--- src/rtl/pie_pkg.sv ---
// Purpose: Constants for the peripheral interrupt enable/priority block
// Assumes: 32-bit AXI4-Lite register bus, 8-bit registers in low lanes
// Notes: One line per rule below
// How it works
// - Enable bit 5 gates serial2 receive
// - Enable bit 4 gates serial2 transmit
// - Enable bits 2..0 gate capcmp 5,4,3
// - Three priority registers, one bit per source
// - Priority bits act only when levels on
// - Priority 1 high, 0 low; reset ones
// - Priority1 bits 7..4: parport, converter, serial1
// - Priority1 bits 3..0: sync, capcmp1, timers
// - Parport priority only in microcontroller mode

package pie_pkg;

    // Register byte addresses
    localparam logic [7:0] ADDR_ENABLE3 = 8'h00;
    localparam logic [7:0] ADDR_PRIO1 = 8'h04;
    localparam logic [7:0] ADDR_PRIO2 = 8'h08;
    localparam logic [7:0] ADDR_PRIO3 = 8'h0C;
    localparam logic [7:0] ADDR_CTRL = 8'h10;
    localparam logic [7:0] ADDR_STATUS = 8'h14;
    localparam logic [7:0] ADDR_MASK = 8'h18;
    localparam logic [7:0] ADDR_PENDING = 8'h1C;

    // Writable bit masks; unimplemented bits read zero
    localparam logic [7:0] WMASK_ENABLE3 = 8'h3F;
    localparam logic [7:0] WMASK_PRIO1 = 8'hFF;
    localparam logic [7:0] WMASK_PRIO2 = 8'h5F;
    localparam logic [7:0] WMASK_PRIO3 = 8'h3F;
    localparam logic [7:0] WMASK_CTRL = 8'h03;
    localparam logic [7:0] WMASK_EVENT = 8'h03;

    // Reset values
    localparam logic [7:0] RST_ENABLE3 = 8'h00;
    localparam logic [7:0] RST_PRIO1 = 8'hFF;
    localparam logic [7:0] RST_PRIO2 = 8'h5F;
    localparam logic [7:0] RST_PRIO3 = 8'h3F;
    localparam logic [7:0] RST_CTRL = 8'h00;

    // Field positions
    localparam int CTRL_LEVELS_ON = 0;
    localparam int CTRL_MCU_MODE = 1;
    localparam int EVT_HIGH = 0;
    localparam int EVT_LOW = 1;
    localparam int PARPORT_BIT = 7;
    localparam int SRC_COUNT = 24;

    // Bus responses
    localparam logic [1:0] RESP_OKAY = 2'h0;
    localparam logic [1:0] RESP_SLVERR = 2'h2;

endpackage : pie_pkg

--- src/rtl/pie_irq_enable_priority.sv ---
// Purpose: Peripheral interrupt enable 3 and priority 1..3 registers, with
//          request routing to high and low vectors and a summary interrupt
// Assumes: Flag and enable inputs are synchronous to mclk
// Notes: Single clock, synchronous reset, AXI4-Lite slave for registers
//        Unimplemented register bits are dropped on write and read as zero

`timescale 1ns/1ps
`default_nettype none

module pie_irq_enable_priority #(
    parameter int ADDR_W = 8 // Byte address width seen by the slave
) (
    input wire logic mclk, // Core clock, 50 MHz
    input wire logic srst, // Synchronous reset, active high
    // AXI4-Lite write address
    input wire logic awvalid, // Write address valid
    output logic awready, // Write address ready
    input wire logic [ADDR_W-1:0] awaddr, // Write byte address
    // AXI4-Lite write data
    input wire logic wvalid, // Write data valid
    output logic wready, // Write data ready
    input wire logic [31:0] wdata, // Write data
    input wire logic [3:0] wstrb, // Byte lane strobes
    // AXI4-Lite write response
    output logic bvalid, // Write response valid
    input wire logic bready, // Write response ready
    output logic [1:0] bresp, // Write response code
    // AXI4-Lite read address
    input wire logic arvalid, // Read address valid
    output logic arready, // Read address ready
    input wire logic [ADDR_W-1:0] araddr, // Read byte address
    // AXI4-Lite read data
    output logic rvalid, // Read data valid
    input wire logic rready, // Read data ready
    output logic [31:0] rdata, // Read data
    output logic [1:0] rresp, // Read response code
    // Interrupt sources
    input wire logic [7:0] prio1SrcFlag, // Flags of priority-1 sources
    input wire logic [7:0] prio1SrcEn, // Enables held elsewhere
    input wire logic [7:0] prio2SrcFlag, // Flags of priority-2 sources
    input wire logic [7:0] prio2SrcEn, // Enables held elsewhere
    input wire logic [7:0] enable3SrcFlag, // Flags of enable-3 sources
    // Results
    output logic [7:0] periphEnableReg3, // Enable register 3 contents
    output logic reqHigh, // Request to the high vector
    output logic reqLow, // Request to the low vector
    output logic irq // Summary interrupt, level
);

    ////////////////////////////////////////////////////////////////////////
    // State
    ////////////////////////////////////////////////////////////////////////

    // Whole module state in one packed record
    typedef struct packed {
        logic awRdy; // Address channel open
        logic wRdy; // Data channel open
        logic awHeld; // Write address captured
        logic [7:0] awAddr; // Captured write address
        logic wHeld; // Write data captured
        logic [7:0] wData; // Captured low data byte
        logic wLane0; // Captured strobe of lane 0
        logic bValid; // Response pending
        logic [1:0] bResp; // Response code
        logic arRdy; // Read address open
        logic rValid; // Read data pending
        logic [7:0] rData; // Read data byte
        logic [1:0] rResp; // Read response code
        logic [7:0] enable3; // Enable register 3
        logic [7:0] prio1; // Priority register 1
        logic [7:0] prio2; // Priority register 2
        logic [7:0] prio3; // Priority register 3
        logic [7:0] ctrl; // Levels-on and microcontroller mode
        logic [7:0] status; // Sticky vector events
        logic [7:0] mask; // Event mask
        logic reqHi; // Registered high request
        logic reqLo; // Registered low request
        logic irq; // Registered summary interrupt
    } pie_state_s;

    pie_state_s st; // Current state
    pie_state_s next_st; // Next state

    ////////////////////////////////////////////////////////////////////////
    // Request routing
    ////////////////////////////////////////////////////////////////////////

    logic [pie_pkg::SRC_COUNT-1:0] srcFlag; // All flags, 8 per group
    logic [pie_pkg::SRC_COUNT-1:0] srcEn; // All enables
    logic [pie_pkg::SRC_COUNT-1:0] srcPrio; // All priority bits
    logic [pie_pkg::SRC_COUNT-1:0] srcHigh; // Source wants high vector
    logic [pie_pkg::SRC_COUNT-1:0] srcLow; // Source wants low vector
    logic anyHigh; // Some source on high vector
    logic anyLow; // Some source on low vector

    // Bit order: group 1 lowest, then group 2, group 3 on top
    // Limitation: enables of groups 1 and 2 are kept outside this block
    // Group 3 enables live here, the rest arrive from outside
    assign srcFlag = {enable3SrcFlag, prio2SrcFlag, prio1SrcFlag};
    assign srcEn = {st.enable3, prio2SrcEn, prio1SrcEn};
    // Unimplemented priority bits are zero but their sources are absent too
    assign srcPrio = {st.prio3, st.prio2, st.prio1};

    // One cell per source; bit 7 of group 1 is the parallel port
    // Outside microcontroller mode that bit reads back but routes high
    genvar gi;
    generate
        for (gi = 0; gi < pie_pkg::SRC_COUNT; gi++) begin : g_src
            logic active; // Flag set and enabled
            logic hiPrio; // Effective priority
            assign active = srcFlag[gi] & srcEn[gi];
            if (gi == pie_pkg::PARPORT_BIT) begin : g_pp
                // Outside microcontroller mode the bit holds no sway
                assign hiPrio = srcPrio[gi] | ~st.ctrl[pie_pkg::CTRL_MCU_MODE];
            end else begin : g_plain
                assign hiPrio = srcPrio[gi];
            end
            // Without priority levels everything goes to the high vector
            assign srcHigh[gi] = active &
                (hiPrio | ~st.ctrl[pie_pkg::CTRL_LEVELS_ON]);
            assign srcLow[gi] = active & ~hiPrio &
                st.ctrl[pie_pkg::CTRL_LEVELS_ON];
        end
    endgenerate

    // Fold every source cell into the two vector requests
    assign anyHigh = |srcHigh;
    assign anyLow = |srcLow;

    ////////////////////////////////////////////////////////////////////////
    // Register access helpers
    ////////////////////////////////////////////////////////////////////////

    // Write a masked byte, leaving unimplemented bits zero
    function automatic logic [7:0] merge_byte(
        input logic [7:0] data,
        input logic [7:0] wmask
    );
        merge_byte = data & wmask;
    endfunction : merge_byte

    // Address is mapped when it hits one of the eight words
    // Unmapped words answer with an error and store nothing
    function automatic logic is_mapped(input logic [7:0] addr);
        case (addr)
            pie_pkg::ADDR_ENABLE3, pie_pkg::ADDR_PRIO1, pie_pkg::ADDR_PRIO2,
            pie_pkg::ADDR_PRIO3, pie_pkg::ADDR_CTRL, pie_pkg::ADDR_STATUS,
            pie_pkg::ADDR_MASK, pie_pkg::ADDR_PENDING: begin
                is_mapped = 1'b1;
            end
            default: begin
                is_mapped = 1'b0;
            end
        endcase
    endfunction : is_mapped

    ////////////////////////////////////////////////////////////////////////
    // Next state
    ////////////////////////////////////////////////////////////////////////

    logic doWrite; // Both halves of a write present
    logic doRead; // Read address taken this cycle
    logic [7:0] rAddr; // Low read address byte
    logic [7:0] statusClr; // Bits software clears
    logic [7:0] statusSet; // Bits hardware sets

    // Bus handshakes, register writes, routing and events
    always_comb begin
        next_st = st;
        statusClr = 8'h00;
        statusSet = 8'h00;
        rAddr = 8'(araddr);
        doWrite = st.awHeld & st.wHeld & ~st.bValid;
        doRead = arvalid & st.arRdy;

        // Capture write address and data in either order
        if (awvalid && st.awRdy) begin
            next_st.awHeld = 1'b1;
            next_st.awAddr = 8'(awaddr);
        end
        if (wvalid && st.wRdy) begin
            next_st.wHeld = 1'b1;
            next_st.wData = wdata[7:0];
            next_st.wLane0 = wstrb[0];
        end

        // Retire response once taken
        if (st.bValid && bready) begin
            next_st.bValid = 1'b0;
        end

        // Perform write once both halves are in
        // Held halves wait here while an older response is pending
        if (doWrite) begin
            next_st.awHeld = 1'b0;
            next_st.wHeld = 1'b0;
            next_st.bValid = 1'b1;
            next_st.bResp = is_mapped(st.awAddr) ? pie_pkg::RESP_OKAY
                                                 : pie_pkg::RESP_SLVERR;
            // Only lane 0 carries register bits
            // Each register keeps only its writable bits
            if (st.wLane0) begin
                case (st.awAddr)
                    pie_pkg::ADDR_ENABLE3: begin
                        next_st.enable3 = merge_byte(st.wData,
                            pie_pkg::WMASK_ENABLE3);
                    end
                    pie_pkg::ADDR_PRIO1: begin
                        next_st.prio1 = merge_byte(st.wData,
                            pie_pkg::WMASK_PRIO1);
                    end
                    pie_pkg::ADDR_PRIO2: begin
                        next_st.prio2 = merge_byte(st.wData, pie_pkg::WMASK_PRIO2);
                    end
                    pie_pkg::ADDR_PRIO3: begin
                        next_st.prio3 = merge_byte(st.wData, pie_pkg::WMASK_PRIO3);
                    end
                    pie_pkg::ADDR_CTRL: begin
                        next_st.ctrl = merge_byte(st.wData, pie_pkg::WMASK_CTRL);
                    end
                    pie_pkg::ADDR_STATUS: begin
                        // Write one to clear
                        statusClr = merge_byte(st.wData, pie_pkg::WMASK_EVENT);
                    end
                    pie_pkg::ADDR_MASK: begin
                        next_st.mask = merge_byte(st.wData, pie_pkg::WMASK_EVENT);
                    end
                    default: begin
                        // Read-only or unmapped: nothing stored
                    end
                endcase
            end
        end

        // Channels open only while nothing is captured
        // They may reopen while a response waits; the next write is then
        // captured but not performed until that response is taken
        next_st.awRdy = ~next_st.awHeld;
        next_st.wRdy = ~next_st.wHeld;

        // Read path, one read at a time
        // The read address is used live, since it is taken at once
        if (st.rValid && rready) begin
            next_st.rValid = 1'b0;
        end
        if (doRead) begin
            next_st.rValid = 1'b1;
            next_st.rResp = is_mapped(rAddr) ? pie_pkg::RESP_OKAY
                                             : pie_pkg::RESP_SLVERR;
            // Registers read as stored, before any write in this cycle
            case (rAddr)
                pie_pkg::ADDR_ENABLE3: begin
                    next_st.rData = st.enable3;
                end
                pie_pkg::ADDR_PRIO1: begin
                    next_st.rData = st.prio1;
                end
                pie_pkg::ADDR_PRIO2: begin
                    next_st.rData = st.prio2;
                end
                pie_pkg::ADDR_PRIO3: begin
                    next_st.rData = st.prio3;
                end
                pie_pkg::ADDR_CTRL: begin
                    next_st.rData = st.ctrl;
                end
                pie_pkg::ADDR_STATUS: begin
                    next_st.rData = st.status;
                end
                pie_pkg::ADDR_MASK: begin
                    next_st.rData = st.mask;
                end
                pie_pkg::ADDR_PENDING: begin
                    // Live vector state for polling software
                    next_st.rData = {6'h00, st.reqLo, st.reqHi};
                end
                default: begin
                    next_st.rData = 8'h00;
                end
            endcase
        end
        // A new read waits until the old data has been taken
        next_st.arRdy = ~next_st.rValid;

        // Vector requests, registered once
        next_st.reqHi = anyHigh;
        next_st.reqLo = anyLow;

        // Rising vector requests are the sticky events
        // Steady request levels are not events, only rising edges
        statusSet[pie_pkg::EVT_HIGH] = anyHigh & ~st.reqHi;
        statusSet[pie_pkg::EVT_LOW] = anyLow & ~st.reqLo;
        // A set in the clearing cycle wins
        next_st.status = (st.status & ~statusClr) | statusSet;

        // Summary output follows the stored bits
        // Built from next status and mask so no cycle is lost
        next_st.irq = |(next_st.status & next_st.mask);
    end

    ////////////////////////////////////////////////////////////////////////
    // State register
    ////////////////////////////////////////////////////////////////////////

    // Synchronous reset to defined values
    // Bus channels come out closed and open one edge after release
    always_ff @(posedge mclk) begin
        if (srst) begin
            // Clear everything, then load the register defaults
            st <= '0;
            st.enable3 <= pie_pkg::RST_ENABLE3;
            st.prio1 <= pie_pkg::RST_PRIO1;
            st.prio2 <= pie_pkg::RST_PRIO2;
            st.prio3 <= pie_pkg::RST_PRIO3;
            st.ctrl <= pie_pkg::RST_CTRL;
            st.bResp <= pie_pkg::RESP_OKAY;
            st.rResp <= pie_pkg::RESP_OKAY;
        end else begin
            // All state moves together on every edge
            st <= next_st;
        end
    end

    ////////////////////////////////////////////////////////////////////////
    // Outputs, each straight from a state bit
    ////////////////////////////////////////////////////////////////////////

    assign awready = st.awRdy;
    assign wready = st.wRdy;
    assign bvalid = st.bValid;
    assign bresp = st.bResp;
    assign arready = st.arRdy;
    assign rvalid = st.rValid;
    // Only the low byte of read data carries register bits
    assign rdata = {24'h00_0000, st.rData};
    assign rresp = st.rResp;
    assign periphEnableReg3 = st.enable3;
    assign reqHigh = st.reqHi;
    assign reqLow = st.reqLo;
    assign irq = st.irq;

endmodule : pie_irq_enable_priority

`default_nettype wire

--- config.mk ---
export PLATFORM = sky130hd
export DESIGN_NAME = pie_irq_enable_priority
export DESIGN_NICKNAME = d
export VERILOG_FILES = /design/src/rtl/pie_pkg.sv /design/src/rtl/pie_irq_enable_priority.sv
export SDC_FILE = /design/constraint.sdc
export NUM_CORES = 1
export LEC_CHECK = 0
export ABC_AREA = 1
export BUFFER_PORTS_ARGS = -buffer_cell sky130_fd_sc_hd__buf_2
export CAP_MARGIN = 5
export CELL_PAD_IN_SITES_DETAIL_PLACEMENT = 1
export CELL_PAD_IN_SITES_GLOBAL_PLACEMENT = 1
export CORE_ASPECT_RATIO = 1.75
export CORE_MARGIN = 8
export CORE_UTILIZATION = 35
export CTS_CLUSTER_SIZE = 28
export DETAILED_ROUTE_END_ITERATION = 10
export PLACE_DENSITY_LB_ADDON = 0.08
export SETUP_SLACK_MARGIN = 0.4
export SLEW_MARGIN = 5
export SYNTH_ARGS = -nofsm -noshare
export SYNTH_HDL_FRONTEND = slang
export SYNTH_SLANG_ARGS = --single-unit
export TNS_END_PERCENT = 10
--- constraint.sdc ---
create_clock -name mclk -period 3.05 [get_ports mclk]
set_clock_uncertainty 0.2 [all_clocks]
set_input_delay 0.61 -clock mclk [delete_from_list [all_inputs] [get_ports mclk]]
set_output_delay 0.61 -clock mclk [all_outputs]
set_load 0.1 [all_outputs]
======== Word-level counts from Yosys, hierarchy flattened ========
Memory sizes are Yosys's and may differ from the RTL's. A register that Yosys moved wholly into a read port is not among the register bits.
Cells that the tools add are included.
storage, ports and cells
  bits in registers ....................... 83
  memory bits (read-only) ................. 64
  input port bits ......................... 99
  memories ................................ 2
memories
  memory            words  width  rd ports  clocked after memory_dff  wr ports  RTL line                        source
  (name not given)  32     1      1         1                         0         pie_irq_enable_priority.sv:145  case (addr)
  (name not given)  32     1      1         0                         0         pie_irq_enable_priority.sv:145
cells by class
  equality and inequality tests ........... 13
  multiplexer cells ....................... 23
  bitwise operators ....................... 144
  reduce and logical (&&, ||, !) cells .... 17
operator list
  kind                                                              number
  1-bit bitwise AND                                                 91
  8-bit case mux with 8 select lines                                1
  8-bit by 5-bit == test with 1-bit output (second input constant)  7
  22-bit OR reduction                                               2
  8-bit by 4-bit == test with 1-bit output (second input constant)  4
  1-bit NOT                                                         28
  8-bit 2-to-1 mux                                                  3
  1-bit bitwise OR                                                  21
  8-bit bitwise AND                                                 2
  8-bit by 3-bit == test with 1-bit output (second input constant)  2
  8-bit logical NOT                                                 2
  3-bit AND reduction                                               5
  11-bit 2-to-1 mux                                                 1
  10-bit 2-to-1 mux                                                 1
  2-bit 2-to-1 mux                                                  5
  5-bit 2-to-1 mux                                                  2
  9-bit 2-to-1 mux                                                  1
  1-bit 2-to-1 mux                                                  8
  8-bit NOT                                                         1
  8-bit by 2-bit bitwise OR with 8-bit output                       1
  8-bit OR reduction                                                1
  3-bit logical NOT                                                 2
  1-bit logical AND                                                 4
  3-bit 2-to-1 mux                                                  1
  2-bit nonzero test                                                1

======== Depth between registers and ports, before layout ========
  depth in word-level cells ............... 10
  gate-level depth with buffers ........... 13

======== Least setup slack after synthesis ========
No wires, ideal clock.
  path kind ............................... reg2reg
  start point ............................. register st (netlist bit bvalid)
  end point ............................... register st (netlist bit irq)
  arrival ................................. 1808 ps
  setup slack ............................. 984 ps
  cell stages (with the launch flop) ...... 11
  path buffers ............................ 0
  clock period less this slack ............ 2066 ps
  path through ............................ dfxtp_1 nor2_4 nand2_4 inv_2 nand2_2 clkinv_1 nand2_1 nor2_1 nor3_1 nand2_1 nand2_1
between the ends
  longest elaborated chain between the ends .. 8
  elaborated cells between the ends (all ways) .. 9
  those cells by class .................... 2 x mux; 6 x bitwise; 1 x reduce/logical
ends and longest elaborated chain
  what                                         RTL line                        source
  start, declared                              pie_irq_enable_priority.sv:81   pie_state_s st;
  start signal, assigned                       pie_irq_enable_priority.sv:320  st <= next_st;
  1-bit NOT *                                  pie_irq_enable_priority.sv:173  doWrite = st.awHeld & st.wHeld & ~st.bValid;
  1-bit bitwise AND *                          pie_irq_enable_priority.sv:173
  2-bit 2-to-1 mux                             pie_irq_enable_priority.sv:194  if (doWrite) begin
  8-bit NOT                                    pie_irq_enable_priority.sv:294  next_st.status = (st.status & ~statusClr) | statusSet;
  8-bit bitwise AND                            pie_irq_enable_priority.sv:294
  8-bit by 2-bit bitwise OR with 8-bit output  pie_irq_enable_priority.sv:294
  8-bit bitwise AND *                          pie_irq_enable_priority.sv:298  next_st.irq = |(next_st.status & next_st.mask);
  8-bit OR reduction *                         pie_irq_enable_priority.sv:298
Every way passes the cells marked *; elsewhere a longest branch is shown, timed or not.
A chain may end at the register's enable or synchronous reset.

======== Worst setup path after layout ========
  start point ............................. input port araddr[5]
  end point ............................... register st (netlist bit rdata[5])
between the ends
  longest elaborated chain between the ends .. 2
  elaborated cells between the ends (all ways) .. 9
  those cells by class .................... 7 x eq/ne; 1 x mux; 1 x reduce/logical
ends and longest elaborated chain
  what                                                              RTL line                        source
  start, declared                                                   pie_irq_enable_priority.sv:31   input wire logic [ADDR_W-1:0] araddr,
  8-bit by 5-bit == test with 1-bit output (tied with other cells)  pie_irq_enable_priority.sv:251  case (rAddr)
  8-bit case mux with 8 select lines *                              pie_irq_enable_priority.sv:251
Marks and branches as above.

==> run summary <==
CLOCK NETWORK
-----------------------------------------------------------------------------------------------------------------
TritonCTS clock tree                                                                                          yes
Setup repair bufs after CTS                                                                                     0
Number of buffers added to fix hold violations after cts                                                        0
Clock sink count                                                                                               70
Clock Tree Root                                                                                         clkbuf_16
CTS clock-pin slew for the worst setup and hold paths                                                       60 ps
Maximum root-to-sink buffer count                                                                               2
Number of gates given a new drive strength after cts                                                            0
CTS H-tree lvls                                                                                                 3
Skew-Pair Late Insertion Delay                                                                             320 ps
CTS buffer count                                                                                                9

WORST SETUP PATH
-----------------------------------------------------------------------------------------------------------------
Critical path cell sequence                                                                          buf_2 -> nor2_1 -> nand2_1 -> nor2_2 -> nand2_1 -> inv_2 -> nand2_1 -> o211ai_1 -> nand2_1 -> a21oi_1
Signal arrival time at the worst endpoint                                                                 2120 ps
Crit path required time                                                                                   3110 ps
Type of the worst setup path                                                                         primary input to register
Largest stage delay on the critical path                                                                   390 ps
Type of origin of the critical path                                                                  primary input
Critical Path Slowest Stage Cell                                                                           nor2_2
Biggest fanout along the worst timing path                                                                     10
Endpoint type of the worst setup path                                                                    register
Cell type with the highest occurrence count on the critical path                                          nand2_1

DRT
-----------------------------------------------------------------------------------------------------------------
Number of vias after detailed routing                                                                        3643
Routed wirelength normalized by instance count                                                            15.2 µm
Detailed Route Iter0 Violations                                                                                93
Number of remaining DRC errors                                                                                  0
Post-detailed-route count of antenna-violating nets                                                             0
Total iterations of the first detailed-routing run                                                              4
DRT Wirelength                                                                                           11500 µm
Via count normalized by instance count                                                                       4.82

OUTCOME
-----------------------------------------------------------------------------------------------------------------
Result of the run                                                                                    complete, no violations

LOGIC SYNTHESIS
-----------------------------------------------------------------------------------------------------------------
Cell count after synthesis                                                                                    547
Share of synthesized area spent on multiplexers                                                                0%
Synthesized-area fraction occupied by xor and xnor cells                                                       0%
Synth top area cells                                                                                 dfxtp_1 (37%), nand2_1 (12%), buf_4 (9.2%)
Fraction of the yosys area taken by sequential cells                                                        37.2%
Arithmetic-cell share of the synthesized area counting full adders, half adders and majority gates             0%
Most instantiated flip-flop cell in the synthesis netlist                                                 dfxtp_1
Netlist cell types                                                                                             30
Mapped Area                                                                                              3760 µm²
Main combinational cell family by area after synthesis                                               simple AND/OR/NAND/NOR gates
Post-synthesis share of cell area spent on and, or, nand and nor gates                                      29.6%
FF+latch count, synth                                                                                          70
YS warnings                                                                                                     0
Number of synthesized flops with an enable pin                                                                  0
Ys async rst share                                                                                             0%
Post-synth top area cell                                                                                  dfxtp_1
Proportion of netlist area held by the largest area contributor                                             37.2%
Average cell area after synthesis                                                                        6.88 µm²
Compound-gate portion of the synthesized area                                                               15.4%

TIMING
-----------------------------------------------------------------------------------------------------------------
Fin. max-slew vios                                                                                              0
Final hold vios                                                                                                 0
Worst slew pin tran                                                                                        698 ps
Final-layout setup total negative slack                                                                      0 ps
Headroom to the max-slew limit                                                                              53.4%
Crit path time final                                                                                      2060 ps
Setup repair after global routing missed its margin                                                         false
Max Clk Rate                                                                                              485 MHz
Final critical-path share of the clock period                                                               67.6%
Finish-stage setup viols                                                                                        0

FINISH
-----------------------------------------------------------------------------------------------------------------
Utilization of the core after routing                                                                       42.2%
Post-layout instance area                                                                                4460 µm²
Ratio of cells with drive above 1 in the final layout                                                       21.6%
Antenna Diode Count                                                                                             0
Area growth, synth to finish                                                                                18.4%
Nets                                                                                                          720

PLACEMENT
-----------------------------------------------------------------------------------------------------------------
Buffers added on ports                                                                                         93
Estimated wirelength of the detail-placed design                                                          9390 µm
Standard cell area after detailed placement                                                              4110 µm²
Gpl congestion                                                                                              0.803

DIE
-----------------------------------------------------------------------------------------------------------------
Die Ht                                                                                                     153 µm
Initial cell density of the core                                                                            35.6%
Core area                                                                                               10600 µm²
Ports                                                                                                         151
Floorplan die width                                                                                       94.4 µm
Count of standard-cell rows                                                                                    50
Die area                                                                                                14500 µm²

POWER AND IR DROP
-----------------------------------------------------------------------------------------------------------------
Static leakage                                                                                            2.35 nW
Worst IR Drop VDD                                                                                      0.000504 V
Power density of the placed cells                                                                      575 nW/µm²

GRT
-----------------------------------------------------------------------------------------------------------------
First-pass GRT wire length                                                                               18500 µm
Global-route usage over all layers                                                                          16.1%
Largest net degree at the start of global routing                                                              31
Via count of the first global-routing pass                                                                   3849
Grt total ovfl                                                                                                  0
Antenna violations before repair                                                                                0

WORST HOLD PATH
-----------------------------------------------------------------------------------------------------------------
Path type of the worst min-delay path                                                                register to register

JOB
-----------------------------------------------------------------------------------------------------------------
Count of max-cap constraint violations                                                                          0

[layout make-up]
| type | count | area [µm²] |
|---|---|---|
| Inverter | 64 | 240 |
| Tap cell | 130 | 163 |
| Fill cell | 1388 | 6110 |
| Clock inverter | 6 | 109 |
| Clock buffer | 10 | 239 |
| Timing Repair Buffer | 97 | 508 |
| Multi-Input combinational cell | 379 | 1800 |
| Sequential cell | 70 | 1400 |
[cells in the final DEF (no fill, tap or decap), drive strengths merged, types with 21 or more instances in the layout]
master / n
o21ai: 44
dfxtp: 70
nor2: 62
conb: 28
buf: 97
nand2: 128
o211ai: 21
nand3: 40
a21oi: 35
inv: 62
[critical path: cells and delay by family]
kind                   cells  cell delay (ps)
AO/OA/AOI/OAI              2              340
buffers and inverters      2              230
AND/OR/NAND/NOR            6              960
[final timing paths]
| kind | from | end | slack, ps | cells past startpoint |
|---|---|---|---|---|
| min reg2reg | register | bresp[1] | 220 | 1 |
| min | register | bresp[1] | 220 | 1 |
| max | araddr[5] | rdata[5] | 990 | 10 |
| max reg2reg | st[19] | irq | 990 | 12 |
[sequential cells by signal, indices dropped and copies added, names as in the netlist, named ones only]
name / count
arready: 1
irq: 1
rresp: 1
reqLow: 1
wready: 1
g_src.hiPrio: 19
bresp: 1
periphEnableReg3: 6
reqHigh: 1
srcPrio: 1
st: 25
rdata: 8
awready: 1
rvalid: 1
bvalid: 1
[metrics by stage]
step	power [mW]	setup slack (ps)	instances	hold slack, ps
2_1_floorplan	1.32	984	574	192
3_3_place_gp	1.38	676	740	204
3_5_place_dp	1.38	643	740	215
4_1_cts	2.59	981	756	220
5_1_grt	2.66	776	756	250
6_report	2.56	989	756	217
[where the power goes]
part	switching, mW	internal (mW)
Combinational	0.328	0.0771
Clock	0.381	0.819
Sequential	0.0135	0.944
[synthesized netlist by cell type, types with 2 or more instances]
cell and number:
nand3_1 40, inv_2 5, nor2_4 2, nor3_2 2
o211ai_1 21, buf_4 46, nand2_2 4, nand2_1 121
nand4_1 6, o21ai_0 38, a21oi_1 35, nor2_1 59
nor3_4 3, inv_1 57, o21ai_1 6, clkbuf_1 9
o22ai_1 2, clkinv_1 2, dfxtp_1 70, nand2_4 3
nor3_1 4, buf_2 4
[kinds of logic after synthesis]
kind of cell | after synthesis
AND/OR/NAND/NOR | 247
buffers and inverters | 125
AO/OA/AOI/OAI | 104
flip-flops | 70
other | 1
[metal layers]
metal	vias up	share of wire (%)	track usage (%)
met5	-	0	0
met4	0	3.2	7.98
met3	15	5.4	3.53
met2	95	54	30.3
met1	1689	37	15.5
li1	1844	-	-
(Power assumes the default switching activity.)
